**config.mk**
```make
export PLATFORM = sky130hd
export DESIGN_NAME = drive_param_bank
export DESIGN_NICKNAME = d
export VERILOG_FILES = /design/src/logic/drive_param_bank.v /design/src/logic/alarm_code_encoder.v
export VERILOG_INCLUDE_DIRS = /design/src /design/src/logic
export SDC_FILE = /design/constraint.sdc
export NUM_CORES = 1
export LEC_CHECK = 0
export BUFFER_PORTS_ARGS = -buffer_cell sky130_fd_sc_hd__buf_2
export CAP_MARGIN = 40
export CORE_AREA = 2 2 261 263
export DETAILED_ROUTE_END_ITERATION = 8
export DIE_AREA = 0 0 263 265
export GPL_TIMING_DRIVEN = 0
export SYNTH_ARGS = -nofsm -noshare
export SYNTH_HDL_FRONTEND = slang
export SYNTH_SLANG_ARGS = --single-unit
```
**constraint.sdc**
```tcl
create_clock -name core_clk -period 11.8 [get_ports core_clk]
set_input_delay 0 -clock core_clk [delete_from_list [all_inputs] [get_ports core_clk]]
set_output_delay 0 -clock core_clk [all_outputs]
set_load 0.01 [all_outputs]
```
**src/logic/drive_param_regs.vh**
```
// Register offsets, reset values, limits, alarm codes and timing counts of the drive parameter bank
`ifndef DRIVE_PARAM_REGS_VH
`define DRIVE_PARAM_REGS_VH
// Word addresses: each parameter takes a low word and a high word
`define ADDR_FW_REV 16'h0000
`define ADDR_ALARM_CODE 16'h0002
`define ADDR_STATUS_SEL 16'h0004
`define ADDR_ANALOG_SEL 16'h0006
`define ADDR_SLAVE_ADDR 16'h0100
`define ADDR_RESP_DELAY 16'h0102
`define ADDR_HIST_NEWEST 16'h0200
`define ADDR_HIST_SECOND 16'h0202
`define ADDR_HIST_THIRD 16'h0204
`define ADDR_HIST_FOURTH 16'h0206
`define ADDR_HIST_OLDEST 16'h0208
`define ADDR_UV_THRESH 16'h0230
// Reset values
`define RST_STATUS_SEL 16'h0001
`define RST_ANALOG_SEL 16'h0000
`define RST_SLAVE_ADDR 16'h007F
`define RST_RESP_DELAY 16'h0000
`define RST_UV_THRESH 16'h00A0
// Limits
`define ANALOG_SEL_MAX 16'h0077
`define STATUS_SEL_MAX 16'h001A
// Alarm codes, stored as BCD digits
`define ALM_NONE 16'h0000
`define ALM_OVERCURRENT 16'h0001
`define ALM_OVERVOLTAGE 16'h0002
`define ALM_UNDERVOLTAGE 16'h0003
`define ALM_MOTOR_MISMATCH 16'h0004
`define ALM_BRAKE_RES 16'h0005
`define ALM_OVERLOAD 16'h0006
`define ALM_OVERSPEED 16'h0007
`define ALM_PULSE_CMD 16'h0008
`define ALM_DEVIATION 16'h0009
`define ALM_ENC_WIRING 16'h0011
`define ALM_ADJUST 16'h0012
`define ALM_REV_LIMIT 16'h0014
`define ALM_FWD_LIMIT 16'h0015
`define ALM_IGBT_TEMP 16'h0016
`define ALM_MEMORY 16'h0017
`define ALM_ENC_OUTPUT 16'h0018
`define ALM_COMM_TIMEOUT 16'h0020
`define ALM_PHASE_LOSS 16'h0022
`define ALM_PRE_OVERLOAD 16'h0023
`define ALM_ENC_FIELD 16'h0024
`define ALM_ENC_INTERNAL 16'h0025
`define ALM_ENC_DATA 16'h0026
`define ALM_ENC_RESET 16'h0027
`define ALM_MOTOR_WATCH 16'h0030
`define ALM_UVW_WIRING 16'h0031
`define ALM_FULL_LOOP_DEV 16'h0040
`define ALM_FW_UPGRADE 16'h0099
`define ALM_FWD_SW_LIMIT 16'h0283
`define ALM_REV_SW_LIMIT 16'h0285
`define ALM_POS_DEV 16'h0380
// Width of the fault vector, one bit per alarm source; bit 9 is unused
`define FAULT_COUNT 31
// Response delay step: 0.5 ms at 10 ns clock
`define RESP_STEP_US10 5
`define CLK_PERIOD_NS 10
`define RESP_STEP_CYCLES ((`RESP_STEP_US10 * 100000) / `CLK_PERIOD_NS)
// Encoder index window and encoder resolution
`define INDEX_POS_MAX 32'sd5000
`define ENC_PULSES_PER_REV 32'd1280000
`endif

```
**src/logic/drive_param_bank.v**
```verilog
// Monitor and diagnosis parameter bank of a servo drive
//
// Functional notes
// - Current alarm in 16-bit register, zero if none
// - Alarm code held as BCD digits
// - Codes 001-009 for power-stage faults
// - Undervoltage only while enabled, self-clearing
// - Encoder fault codes 011, 018, 024-027
// - Codes 012, 014-017 for adjust, limits, temperature
// - Codes 020, 022, 023 for comm, phase, pre-overload
// - Codes 030, 031, 040, 099 for motor, firmware
// - Motion codes 283, 285, 380
// - Five-entry alarm history, newest first, reset zero
// - Selector 00-05 shows position counts
// - Selector 06-17 shows speed, load, voltage quantities
// - Selector 18 shows index-relative position within 5000
// - Selector 19-22 shows mapping parameters
// - Selector 23-26 shows status monitors
// - Analog monitor selector accepts 0x0000 to 0x0077, each nibble 0-7
// - Slave address default 127, written value stored but never applied
// - Response delay in 0.5 ms steps, default zero
// - Servo-on locked parameters refuse writes while enabled
// - Restart parameters stored and read back, never applied to outputs
// - Undervoltage threshold default 160 V compared
// - Analog selector nibbles pick channel quantities
`timescale 1ns/1ns
module drive_param_bank
(
    input wire core_clk,
    input wire sys_rst,
    input wire [15:0] regAddr,
    input wire [15:0] regWrData,
    input wire regWrEn,
    input wire regRdEn,
    output reg [15:0] regRdData,
    output reg regRdValid,
    output reg regWrRefused,
    input wire servoOnPin,
    input wire [30:0] faultVec,
    input wire [15:0] mainVoltage,
    input wire [511:0] statusValues,
    output reg [15:0] firmwareRevision,
    output reg [7:0] slaveAddress,
    output reg [2:0] analogCh1Sel,
    output reg [2:0] analogCh2Sel,
    output reg undervoltageDetect,
    output reg [31:0] driveStatusValue,
    output reg responseReady
);
`include "drive_param_regs.vh"

    // Arbitrary revision value, not tied to any real product
    parameter [15:0] FW_REVISION = 16'h0100;
    localparam [15:0] SLAVE_RST = `RST_SLAVE_ADDR;

    // Status vector holds 16 words of 32 bits: quantities 0..17 folded into slots
    localparam [3:0] ST_IDLE = 4'b0001;
    localparam [3:0] ST_WAIT = 4'b0010;
    localparam [3:0] ST_ANSWER = 4'b0100;
    localparam [3:0] ST_DONE = 4'b1000;

    reg [2:0] servoSync;
    reg servoOn_q;
    reg [15:0] statusSel_q;
    reg [15:0] analogSel_q;
    reg [15:0] slaveAddrStored_q;
    reg [15:0] respDelay_q;
    reg [15:0] uvThresh_q;
    reg [31:0] history_q [0:4];
    reg [15:0] lastAlarm_q;
    reg [3:0] state_q;
    reg [31:0] stepCnt_q;
    reg [15:0] stepsLeft_q;
    reg [15:0] pendData_q;
    reg [15:0] answerData;
    reg [31:0] histWord;
    reg [31:0] selValue;
    reg signed [31:0] indexPos;
    wire [15:0] alarmCode;
    wire [30:0] faultMasked;
    wire wordHigh;
    wire [15:0] wordBase;
    integer i;

    // Word pairs: bit 0 picks the high half of a 32-bit parameter
    assign wordHigh = regAddr[0];
    assign wordBase = {regAddr[15:1], 1'b0};

    // Undervoltage source comes from the threshold compare, not the input vector
    assign faultMasked = {faultVec[30:3], undervoltageDetect, faultVec[1:0]};

    alarm_code_encoder alarmEnc
    (
        .faultVec(faultMasked),
        .servoOn(servoOn_q),
        .alarmCode(alarmCode)
    );

    // Servo-on pin crosses from outside; accept once stages two and three agree
    always @(posedge core_clk)
    begin
        if (sys_rst)
        begin
            servoSync <= 3'b000;
            servoOn_q <= 1'b0;
        end
        else
        begin
            servoSync <= {servoSync[1:0], servoOnPin};
            if (servoSync[1] == servoSync[2])
                servoOn_q <= servoSync[2];
        end
    end

    // Range check for the analog selector: both nibbles must be 0..7
    function analogSelValid;
        input [15:0] v;
        begin
            analogSelValid = (v <= `ANALOG_SEL_MAX) && (v[3] == 1'b0);
        end
    endfunction

    // Locked parameters: analog selector is a servo-on locked parameter
    function isServoLocked;
        input [15:0] a;
        begin
            isServoLocked = (a == `ADDR_ANALOG_SEL);
        end
    endfunction

    // Clamp the index-relative position into its documented window
    function signed [31:0] clampIndex;
        input signed [31:0] v;
        begin
            if (v > `INDEX_POS_MAX)
                clampIndex = `INDEX_POS_MAX;
            else if (v < -`INDEX_POS_MAX)
                clampIndex = -`INDEX_POS_MAX;
            else
                clampIndex = v;
        end
    endfunction

    // Writable parameters; read-only addresses simply do not match
    always @(posedge core_clk)
    begin
        if (sys_rst)
        begin
            statusSel_q <= `RST_STATUS_SEL;
            analogSel_q <= `RST_ANALOG_SEL;
            slaveAddrStored_q <= `RST_SLAVE_ADDR;
            respDelay_q <= `RST_RESP_DELAY;
            uvThresh_q <= `RST_UV_THRESH;
            regWrRefused <= 1'b0;
        end
        else
        begin
            regWrRefused <= 1'b0;
            if (regWrEn && !wordHigh)
            begin
                if (isServoLocked(wordBase) && servoOn_q)
                    regWrRefused <= 1'b1;
                else
                begin
                    case (wordBase)
                        `ADDR_STATUS_SEL:
                        begin
                            if (regWrData <= `STATUS_SEL_MAX)
                                statusSel_q <= regWrData;
                            else
                                regWrRefused <= 1'b1;
                        end
                        `ADDR_ANALOG_SEL:
                        begin
                            if (analogSelValid(regWrData))
                                analogSel_q <= regWrData;
                            else
                                regWrRefused <= 1'b1;
                        end
                        `ADDR_SLAVE_ADDR: slaveAddrStored_q <= regWrData;
                        `ADDR_RESP_DELAY: respDelay_q <= regWrData;
                        `ADDR_UV_THRESH: uvThresh_q <= regWrData;
                        default: regWrRefused <= 1'b1;
                    endcase
                end
            end
            else if (regWrEn)
                regWrRefused <= 1'b1;
        end
    end

    // Restart-class slave address applies only on reset, from the default
    always @(posedge core_clk)
    begin
        if (sys_rst)
            slaveAddress <= SLAVE_RST[7:0];
        else
            slaveAddress <= slaveAddress;
    end

    // Fixed outputs and decoded analog channels
    always @(posedge core_clk)
    begin
        if (sys_rst)
        begin
            firmwareRevision <= 16'h0000;
            analogCh1Sel <= 3'b000;
            analogCh2Sel <= 3'b000;
            undervoltageDetect <= 1'b0;
        end
        else
        begin
            firmwareRevision <= FW_REVISION;
            analogCh1Sel <= analogSel_q[6:4];
            analogCh2Sel <= analogSel_q[2:0];
            // Level compare clears by itself once voltage recovers
            undervoltageDetect <= (mainVoltage < uvThresh_q);
        end
    end

    // History shifts on each new non-zero alarm; newest at index 0
    always @(posedge core_clk)
    begin
        if (sys_rst)
        begin
            for (i = 0; i < 5; i = i + 1)
                history_q[i] <= 32'h0000_0000;
            lastAlarm_q <= `ALM_NONE;
        end
        else
        begin
            lastAlarm_q <= alarmCode;
            if (alarmCode != `ALM_NONE && alarmCode != lastAlarm_q)
            begin
                for (i = 4; i > 0; i = i - 1)
                    history_q[i] <= history_q[i - 1];
                history_q[0] <= {16'h0000, alarmCode};
            end
        end
    end

    // Selector mux: codes 0..26 choose a 32-bit slot of the status input
    always @*
    begin
        selValue = 32'h0000_0000;
        indexPos = 32'sd0;
        if (statusSel_q <= 16'h0011)
            selValue = statusValues[statusSel_q[4:0] % 16 * 32 +: 32];
        else if (statusSel_q == 16'h0012)
        begin
            indexPos = clampIndex(statusValues[479:448]);
            selValue = indexPos;
        end
        else if (statusSel_q <= 16'h0016)
            selValue = statusValues[(statusSel_q[2:0] + 3'd1) % 8 * 32 + 256 +: 32];
        else if (statusSel_q <= `STATUS_SEL_MAX)
            selValue = statusValues[(statusSel_q[2:0] + 3'd1) % 4 * 32 +: 32];
    end

    always @(posedge core_clk)
    begin
        if (sys_rst)
            driveStatusValue <= 32'h0000_0000;
        else
            driveStatusValue <= selValue;
    end

    // Read decode over word pairs, low half at the even address
    always @*
    begin
        histWord = 32'h0000_0000;
        answerData = 16'h0000;
        case (wordBase)
            `ADDR_HIST_NEWEST: histWord = history_q[0];
            `ADDR_HIST_SECOND: histWord = history_q[1];
            `ADDR_HIST_THIRD: histWord = history_q[2];
            `ADDR_HIST_FOURTH: histWord = history_q[3];
            `ADDR_HIST_OLDEST: histWord = history_q[4];
            default: histWord = 32'h0000_0000;
        endcase
        case (wordBase)
            `ADDR_FW_REV: answerData = wordHigh ? 16'h0000 : FW_REVISION;
            `ADDR_ALARM_CODE: answerData = wordHigh ? 16'h0000 : alarmCode;
            `ADDR_STATUS_SEL: answerData = wordHigh ? 16'h0000 : statusSel_q;
            `ADDR_ANALOG_SEL: answerData = wordHigh ? 16'h0000 : analogSel_q;
            `ADDR_SLAVE_ADDR: answerData = wordHigh ? 16'h0000 : slaveAddrStored_q;
            `ADDR_RESP_DELAY: answerData = wordHigh ? 16'h0000 : respDelay_q;
            `ADDR_UV_THRESH: answerData = wordHigh ? 16'h0000 : uvThresh_q;
            default: answerData = wordHigh ? histWord[31:16] : histWord[15:0];
        endcase
    end

    // Reply sequencer: hold the answer for the programmed delay
    always @(posedge core_clk)
    begin
        if (sys_rst)
        begin
            state_q <= ST_IDLE;
            stepCnt_q <= 32'd0;
            stepsLeft_q <= 16'h0000;
            pendData_q <= 16'h0000;
            regRdData <= 16'h0000;
            regRdValid <= 1'b0;
            responseReady <= 1'b0;
        end
        else
        begin
            regRdValid <= 1'b0;
            responseReady <= 1'b0;
            case (state_q)
                ST_IDLE:
                begin
                    if (regRdEn)
                    begin
                        pendData_q <= answerData;
                        stepsLeft_q <= respDelay_q;
                        stepCnt_q <= 32'd0;
                        state_q <= (respDelay_q == 16'h0000) ? ST_ANSWER : ST_WAIT;
                    end
                end
                ST_WAIT:
                begin
                    // Each step is a full 0.5 ms of clock cycles
                    if (stepCnt_q == `RESP_STEP_CYCLES - 1)
                    begin
                        stepCnt_q <= 32'd0;
                        stepsLeft_q <= stepsLeft_q - 16'h0001;
                        if (stepsLeft_q == 16'h0001)
                            state_q <= ST_ANSWER;
                    end
                    else
                        stepCnt_q <= stepCnt_q + 32'd1;
                end
                ST_ANSWER:
                begin
                    regRdData <= pendData_q;
                    regRdValid <= 1'b1;
                    responseReady <= 1'b1;
                    state_q <= ST_DONE;
                end
                ST_DONE:
                    state_q <= ST_IDLE;
                default:
                    state_q <= ST_IDLE;
            endcase
        end
    end

endmodule // drive_param_bank

```
**src/logic/alarm_code_encoder.v**
```verilog
// Priority encoder from the fault vector to a BCD alarm code
`timescale 1ns/1ns
module alarm_code_encoder
(
    input wire [30:0] faultVec,
    input wire servoOn,
    output reg [15:0] alarmCode
);
`include "drive_param_regs.vh"

    // Lowest bit wins; undervoltage is masked while the drive is disabled
    always @*
    begin
        alarmCode = `ALM_NONE;
        if (faultVec[30]) alarmCode = `ALM_POS_DEV;
        if (faultVec[29]) alarmCode = `ALM_REV_SW_LIMIT;
        if (faultVec[28]) alarmCode = `ALM_FWD_SW_LIMIT;
        if (faultVec[27]) alarmCode = `ALM_FW_UPGRADE;
        if (faultVec[26]) alarmCode = `ALM_FULL_LOOP_DEV;
        if (faultVec[25]) alarmCode = `ALM_UVW_WIRING;
        if (faultVec[24]) alarmCode = `ALM_MOTOR_WATCH;
        if (faultVec[23]) alarmCode = `ALM_ENC_RESET;
        if (faultVec[22]) alarmCode = `ALM_ENC_DATA;
        if (faultVec[21]) alarmCode = `ALM_ENC_INTERNAL;
        if (faultVec[20]) alarmCode = `ALM_ENC_FIELD;
        if (faultVec[19]) alarmCode = `ALM_PRE_OVERLOAD;
        if (faultVec[18]) alarmCode = `ALM_PHASE_LOSS;
        if (faultVec[17]) alarmCode = `ALM_COMM_TIMEOUT;
        if (faultVec[16]) alarmCode = `ALM_ENC_OUTPUT;
        if (faultVec[15]) alarmCode = `ALM_MEMORY;
        if (faultVec[14]) alarmCode = `ALM_IGBT_TEMP;
        if (faultVec[13]) alarmCode = `ALM_FWD_LIMIT;
        if (faultVec[12]) alarmCode = `ALM_REV_LIMIT;
        if (faultVec[11]) alarmCode = `ALM_ADJUST;
        if (faultVec[10]) alarmCode = `ALM_ENC_WIRING;
        if (faultVec[8]) alarmCode = `ALM_DEVIATION;
        if (faultVec[7]) alarmCode = `ALM_PULSE_CMD;
        if (faultVec[6]) alarmCode = `ALM_OVERSPEED;
        if (faultVec[5]) alarmCode = `ALM_OVERLOAD;
        if (faultVec[4]) alarmCode = `ALM_BRAKE_RES;
        if (faultVec[3]) alarmCode = `ALM_MOTOR_MISMATCH;
        if (faultVec[2] && servoOn) alarmCode = `ALM_UNDERVOLTAGE;
        if (faultVec[1]) alarmCode = `ALM_OVERVOLTAGE;
        if (faultVec[0]) alarmCode = `ALM_OVERCURRENT;
    end

endmodule // alarm_code_encoder

```
Word level (Yosys, flattened, before mapping)
Memories as Yosys holds them, arrays and structs flattened.
Cells that the tools add are included.
{"block": "op_classes", "order_cmp": 8, "muxes": 75, "bitwise": 7, "n_eq_ne": 22, "shifts": 3, "add_sub_neg": 4, "reduce_logical": 20}
{"cell": "$shiftx 512x10->32", "n": 1}
{"cell": "$shiftx 512x11->32", "n": 1}
{"cell": "$shiftx 512x8->32", "n": 1}
{"cell": "$mux 32", "n": 13}
{"cell": "$mux 10", "n": 30}
{"cell": "$pmux 32 s5", "n": 1}
{"cell": "$mux 16", "n": 9}
{"cell": "$pmux 16 s7", "n": 1}
{"cell": "$eq 15x9->1 const B", "n": 6}
{"cell": "$le 16x5->1 const B", "n": 4}
{"cell": "$pmux 32 s2", "n": 1}
{"cell": "$add 32x1->32 const B", "n": 1}
{"cell": "$eq 32x16->1 const B", "n": 1}
{"cell": "$gt 32x14->1 const B", "n": 1}
{"cell": "$logic_not 16->1", "n": 2}
{"cell": "$lt 32x14->1 const B", "n": 1}
{"cell": "$pmux 16 s2", "n": 1}
{"cell": "$eq 15x2->1 const B", "n": 2}
{"cell": "$eq 15x8->1 const B", "n": 2}
{"cell": "$mux 9", "n": 2}
{"cell": "$eq 16x1->1 const B", "n": 1}
{"cell": "$eq 16x5->1 const B", "n": 1}
{"cell": "$le 16x7->1 const B", "n": 1}
{"cell": "$lt 16x16->1", "n": 1}
{"cell": "25 further kinds", "n": 54}
{"block": "totals", "inputBits": 596, "ff_bits": 241, "mem_count": 1, "wordCells": 160, "ramBits": 160}
{"name": "history_q", "words": 5, "width": 32, "rd": 5, "rd_clocked_by_memory_dff": 0, "wr": 5, "line": "drive_param_bank.v:69", "text": "reg [31:0] history_q [0:4];"}

Longest topological paths before layout
Gate-level depths: netlist of the first run.
{"block": "depth", "ltp_word": 36, "mapped_depth": 13, "mapped_depth_nobuf": 9}

By module
From an unflattened synthesis of the first run, not the netlist that was laid out.
{"block": "unflattened", "hier_cells": 2083, "area_unflattened_um2": 21694.6}
{"module": "drive_param_bank", "seq_area_each_um2": 6926.6, "cells_per_inst": 2007, "area_each_um2": 21199.1, "instances": 1}
{"module": "alarm_code_encoder", "seq_area_each_um2": 0.0, "cells_per_inst": 76, "area_each_um2": 495.5, "instances": 1}

Worst setup path before layout of the first run
No wires, ideal clock.
{"block": "synth_path", "path_kind": "flip-flop to flip-flop", "startpoint": "register servoOn_q", "endpoint": "memory history_q[0][0], enable pin", "arrival_time_ps": 4821, "stages_incl_launch_ff": 10, "n_path_buf": 2, "setup_slack_ps": 6491, "synth_period_minus_slack_ps": 5309, "setup_time_ps": 488, "cell_sequence": "dfxtp_1 > clkbuf_1 > a211oi_1 > nand3_1 > nor3_4 > mux2i_1 > o22ai_1 > nor4b_4 > buf_6 > a31oi_1"}
{"element": "start, declared", "line": "drive_param_bank.v:63", "text": "reg servoOn_q;"}
{"element": "start signal, assigned", "line": "drive_param_bank.v:111", "text": "servoOn_q <= servoSync[2];"}
{"element": "end, declared", "line": "drive_param_bank.v:69"}

Worst setup path in the final report of the first run
{"block": "layout_path", "startpoint": "register statusSel_q[1]", "endpoint": "register driveStatusValue[21]"}
{"block": "layout_via", "elab_chain_cells": 6, "word_cells_on_any_way": 13}
{"element": "start, declared", "line": "drive_param_bank.v:64", "text": "reg [15:0] statusSel_q;"}
{"element": "start signal, assigned", "line": "drive_param_bank.v:149", "text": "statusSel_q <= `RST_STATUS_SEL;"}
{"element": "start signal, assigned", "line": "drive_param_bank.v:169", "text": "statusSel_q <= regWrData;"}
{"element": "$add 3x1->3", "line": "drive_param_bank.v:257", "text": "selValue = statusValues[(statusSel_q[2:0] + 3'd1) % 4 * 32 +: 32];"}
{"element": "$add 8x9->10 or $shiftx 512x8->32 (tied branches)", "line": "drive_param_bank.v:255, drive_param_bank.v:257"}
{"element": "$shiftx 512x11->32 or $mux 32 (tied branches)", "line": "drive_param_bank.v:255, drive_param_bank.v:256"}
{"element": "$mux 32", "line": "drive_param_bank.v:254", "text": "else if (statusSel_q <= 16'h0016)"}
{"element": "$mux 32", "line": "drive_param_bank.v:249", "text": "else if (statusSel_q == 16'h0012)"}
{"element": "$mux 32 *", "line": "drive_param_bank.v:247", "text": "if (statusSel_q <= 16'h0011)"}
{"element": "end signal, assigned", "line": "drive_param_bank.v:265", "text": "driveStatusValue <= selValue;"}
{"element": "end, declared", "line": "drive_param_bank.v:47", "text": "output reg [31:0] driveStatusValue,"}
Mark *: on every way between the ends. The rest lies on a longest branch, timed or not.
A chain may end at the register's enable or synchronous reset.

==> metrics, run 1 <==
post-CTS setup repair buffer count 0; Initial DRT Pass Iterations 8; die height 265 um; TNS Setup 0 ns; final slew viol count 0; register area share after synthesis 0.292; area occupied by multi-input gates 0.0133 mm2; slowest stage delay, CP 0.64 ns; vias in the first global route 21,700; run status finished, final reports clean; fin crit period 5.24 ns; period utilization 0.444; synth cell count leaders nand2_1, mux4_2, dfxtp_1, a21oi_1, nor2_1; clock latency on the worst-skew pair 0.59 ns; first-pass GRT wire length 166 mm; Power per Cell Area 97.8 mW/mm2; Min Hold Slack 0.0124 ns; Clock Tree Root clkbuf_16; Die ar. 0.0697 mm2; initial DRC count 2,756; Netlist cell types 72; hpwl dp 101 mm; largest area contributor in the synthesized netlist mux4_2; slowest CP cell buf_1; routed vias 23,100; post-synth top area share 0.296; Cell Chain, Critical Path clkbuf_1 -> buf_1 -> clkbuf_1 -> buf_6 -> buf_1 -> inv_1 -> ha_1 -> clkbuf_1 -> buf_8 -> buf_1 -> buf_6 -> mux2i_1 -> o22ai_1 -> o2bb2ai_1 -> nand2_1 -> a21oi_1; grt met2 use 0.529; Syn Std Cell Area 0.0202 mm2; largest net degree at the start of global routing 26; Worst Hold Class in -> reg; Peak Freq 191 MHz; Clock Tree Buf Depth 3; Slew HR 0.353; GPL Wtd Cong 0.991; initial antenna violation count 135; Reg area 0.00591 mm2; RSZ-0062 raised after global routing no; register-to-register setup slack 6.56 ns; crit path kind reg -> reg; M1 GR Usage 0.397; Filler cells 6,833; DRT Wirelength 122 mm; DRC 0; Worst EP required 12.23 ns; NumNets Final 3,474; Starting Density 0.303; Total GRT Usage 0.338; synth top area cells mux4_2, dfxtp_1, edfxtp_1, nand2_1, a21oi_1; total core area 0.0668 mm2; clk slew on worst S/H paths 0.06 ns; port buffer count 648; asr flop ratio synth 0; Syn Inst Count 2,037; M3 GR Usage 0.143; layout cell share with drive strength beyond 1 0.373; Die W 263 um; worst slew pin tran 0.971 ns; syn avg cell area 9.93 um2; post-layout util 0.409; area grow syn2layout 35.1%; Final Hold Vio Count 0; post-synthesis register bit count 270; # setup viols final 0; Crit. End Element register; WP data arrival 5.67 ns; # rows 95; drt wl/cell 31.7 um; gr ovfl total 0; number of synthesized flops with an enable pin 50; total CTS buffers 35; htree depth 2; most common cell in the netlist nand2_1; Leakage 10.7 nW; leading register cell type out of synthesis dfxtp_1; Synth warnings 0; TritonCTS clock tree yes; clk_skew 0.0350 ns; drt via density 6.02; busiest layer in global routing met2; Ports 678; Max FO, Critical Path 10; clock sinks 270; crit start category register; Final ANT Viol Nets 0; worst vdd ir 0.0977 mV; Max-Cap Viols 0
## power breakdown
part           internal (W)  switching [W]  total, W
logic              0.000235       0.000270  0.000505
registers          0.000986      0.0000283   0.00101
clock network      0.000676       0.000477   0.00115
## sequential cells by signal (all words and copies together), names as in the netlist, 4 cells and up
signal / count
pendData_q: 16
respDelay_q: 16
state_q: 4
stepsLeft_q: 16
driveStatusValue: 32
statusSel_q: 16
lastAlarm_q: 10
regRdData: 16
slaveAddrStored_q: 16
stepCnt_q: 32
uvThresh_q: 16
analogSel_q: 16
history_q: 50
## final cells by class
| class | count | area share |
|---|---|---|
| multi-input cells | 1526 | 0.487 |
| flip-flops and latches | 270 | 0.216 |
| repair buffers | 760 | 0.163 |
| well taps | 873 | 0.0400 |
| clock buffers | 48 | 0.0371 |
| plain buffers | 196 | 0.0321 |
| inverters | 66 | 0.00907 |
| diodes | 89 | 0.00815 |
| clock inverters | 14 | 0.00733 |
## metrics by stage
step,total power [W],area (um2),worst slack (ns),cells
after floorplan,0.00126,20300,6.49,2058
after global placement,0.00150,24600,4.34,3579
after CTS,0.00267,27100,6.71,3752
after detailed placement,0.00151,25300,6.73,3628
final,0.00267,27300,6.56,3842
after global routing,0.00275,27200,6.50,3796
## worst max-delay path: cells and delay by family, from the launching register on
kind	cells	cell delay, ns
compound gates	3	0.69
fa+ha+maj	1	0.44
buf+inv	10	3.42
flops	1	0.38
mux	1	0.08
simple gates	1	0.07
## timing repair
action                                 in CTS  in global routing
resized for setup                           0                  0
hold buffers                               62                  0
endpoints found under the hold margin     106                  0
## final timing paths
| path | endpoint | depth (start not counted) | start |
|---|---|---|---|
| worst min register to register | servoSync[1] | 1 | servoSync[0] |
| worst max-delay path | driveStatusValue[21] | 16 | statusSel_q[1] |
| worst min-delay path | lastAlarm_q[1] | 5 | faultVec[5] |
| worst max register to register | driveStatusValue[21] | 16 | statusSel_q[1] |
## cells by family after synthesis
kind of cell | share of synthesized area
other cells | 0.000371
simple gates | 0.161
buf+inv | 0.0556
xor+xnor | 0.00173
compound gates | 0.154
mux | 0.322
fa+ha+maj | 0.0142
flops | 0.292
## cell usage in the layout, fill, tap and decap left out, drive strengths merged, types with 6 or more instances in the layout
cell type and n:
a22oi 29, nor2b 17, nor4b 10, buf 765, o21ai 71, dlygate4sd3 62
or4 6, mux4 266, edfxtp 50, and3 26, mux2i 51, a31oi 17
nor3 28, a21oi 149, clkinv 6, dfxtp 220, o2bb2ai 25, nand4 24
inv 69, a21boi 6, nor2 140, a21o 15, clkbuf 175, o22ai 36
nand2 289, nand3 34, conb 23, diode 89, ha 23, nand3b 7
a222oi 16, o211ai 7, a311oi 10, and2 21, a211oi 58, nor4 46
## routing by layer
metal / vias to the layer above / share of wire
met1: 11200 / 0.35
met3: 400 / 0.14
met5: - / 0.0038
li1: 9673 / -
met4: 76 / 0.059
met2: 1776 / 0.45
Note: power is estimated with default switching activity, not from simulation.
==> run 2: changes to the inputs <==
--- a/config.mk
+++ b/config.mk
@@ -8,9 +8,9 @@
 export LEC_CHECK = 0
 export BUFFER_PORTS_ARGS = -buffer_cell sky130_fd_sc_hd__buf_2
 export CAP_MARGIN = 40
-export CORE_AREA = 2 2 261 263
+export CORE_AREA = 2 2 266 268
 export DETAILED_ROUTE_END_ITERATION = 8
-export DIE_AREA = 0 0 263 265
+export DIE_AREA = 0 0 268 270
 export GPL_TIMING_DRIVEN = 0
 export SYNTH_ARGS = -nofsm -noshare
 export SYNTH_HDL_FRONTEND = slang
==> constraint.sdc (replaced) <==
create_clock -name core_clk -period 4.6 [get_ports core_clk]
set_input_delay 0 -clock core_clk [delete_from_list [all_inputs] [get_ports core_clk]]
set_output_delay 0 -clock core_clk [all_outputs]
set_load 0.01 [all_outputs]
==> run 2 against run 1 <==
Effect of this change: sequential share of layout area about the same; worst setup slack worse by 6.4 ns; critical endpoint is now driveStatusValue[29]; via count is 0.16% lower; combinational power rose to 2.6 times the previous value.
==> metrics, run 2 (same netlist as run 1, synthesis figures left out) <==
GPL Wtd Cong 1.01; Final ANT Viol Nets 0; Ports 678; Worst Hold Class in -> reg; fin crit period 4.39 ns; routed vias 23,100; htree depth 2; CP dominant cell by count buf_1; die height 270 um; commonest non-fill, non-tap cells in the layout buf_2, nand2_1, mux4_2, dfxtp_1, a21oi_1; Power per Cell Area 250 mW/mm2; Max FO, Critical Path 10; Leakage 10.7 nW; initial antenna violation count 142; Reg with most FFs history_q; vias in the first global route 21,700; period utilization 0.954; dpl ws -0.450 ns; Flop pwr share 0.381; DRC 0; Reg area 0.00591 mm2; Worst EP required 5.01 ns; layout cell share with drive strength beyond 1 0.375; Switching Fraction 0.289; Filler cells 7,170; crit path kind reg -> reg; first-pass GRT wire length 170 mm; Clock Tree Buf Depth 3; clk slew on worst S/H paths 0.06 ns; gr ovfl total 0; drt via density 5.90; Cell Chain, Critical Path buf_2 -> buf_1 -> buf_6 -> clkbuf_2 -> inv_1 -> ha_1 -> clkbuf_1 -> buf_1 -> buf_8 -> mux2i_1 -> o22ai_1 -> o2bb2ai_1 -> nand2_1 -> a21oi_1; Total GRT Usage 0.335; clock sinks 270; hpwl dp 104 mm; port buffer count 648; Die ar. 0.0724 mm2; worst slew pin tran 0.987 ns; slowest stage delay, CP 0.53 ns; # setup viols final 0; post-layout util 0.393; clock latency on the worst-skew pair 0.58 ns; run status finished, final reports clean; crit start category register; TritonCTS clock tree yes; total CTS buffers 34; drt wl/cell 31.9 um; area grow syn2layout 35.3%; worst r2r path cells 14; Final Hold Vio Count 0; Initial DRT Pass Iterations 7; Largest regs history_q x50, driveStatusValue x32, stepCnt_q x32; area occupied by multi-input gates 0.0133 mm2; max reg flops 50; Net Switching 0.00197 W; combinational power share 0.189; Die W 268 um; clock share of power 0.430; Starting Density 0.291; NumNets Final 3,461; final slew viol count 0; Max-Cap Viols 0; Clock Tree Root clkbuf_16; Peak Freq 228 MHz; # rows 97; WP data arrival 4.80 ns; hold path depth 5; total core area 0.0695 mm2; clk_skew 0.0255 ns; Crit. End Element register; Slew HR 0.337; DRT Wirelength 125 mm; Int Pwr 0.00486 W; most common cell after layout, fill and taps aside buf_2; worst vdd ir 0.231 mV; slowest CP cell dfxtp_1; fin worst setup slack 0.211 ns; RSZ-0062 raised after global routing no; initial DRC count 2,813; largest net degree at the start of global routing 23
run 2: cell count changes in the layout (fill, tap and decap cells not counted), sizes merged:
cell,delta
dlygate4sd3,-8
clkinvlp,+2
diode,+19
clkdlybuf4s15,-1
clkbuf,-4
bufinv,+2
clkinv,+2
inv,-3
buf,-3
run 2: worst paths after layout:
path	startpoint	end	slack, ns
hold / removal	statusValues[468]	driveStatusValue[20]	0.02
setup reg to reg	statusSel_q[0]	driveStatusValue[29]	0.21
hold reg to reg	servoSync[0]	servoSync[1]	0.44
setup / recovery	statusSel_q[0]	driveStatusValue[29]	0.21
run 2: power by group through the flow:
stage	clock (W)	sequential [W]	combinational, W
2_1_floorplan	0	0.00263	0.000611
3_3_place_gp	0	0.00265	0.00119
5_1_grt	0.00306	0.00261	0.00137
4_1_cts	0.00297	0.00260	0.00126
6_report	0.00294	0.00260	0.00129
3_5_place_dp	0	0.00265	0.00122
run 2: routing by layer:
metal  part of all wire  track usage
met1               0.35        0.398
met2               0.44        0.498
met3               0.13        0.127
met4              0.077        0.233
met5             0.0035            0
run 2: what timing repair did:
action                                 4_1_cts  5_1_grt
setup buffers                                0        0
cloned                                       0        0
resized for setup                            2        1
setup endpoints to repair                   28        1
endpoints found under the hold margin      101        0
hold buffers                                54        0
run 2: final cells by class:
type	count	area share
Antenna cell	108	0.00988
Buffer	195	0.0320
Clock buffer	44	0.0339
Clock inverter	17	0.0102
Inverter	66	0.00905
Multi-Input combinational cell	1526	0.486
Sequential cell	270	0.216
Tap cell	940	0.0430
Timing Repair Buffer	749	0.160
run 2: critical path, delay by kind of cell, from the launching register on:
family                     cells  cell delay [ns]
and+or+nand+nor                1             0.08
DFF                            1             0.53
AOI/OAI and AO/OA              3             0.70
adders and majority gates      1             0.43
buffers and inverters          8             2.35
muxes                          1             0.11
run 2: through the flow:
step	TNS (ns)	hold WS, ns	std cells	cell area (um2)	total power [W]
after floorplan	0	0.125	2058	20300	0.00324
after global placement	-95.21	0.222	3646	24700	0.00383
after detailed placement	-6.97	0.220	3693	25300	0.00387
after CTS	0	0.00113	3807	27100	0.00683
after global routing	0	0.0329	3866	27200	0.00704
final	0	0.0195	3915	27400	0.00683
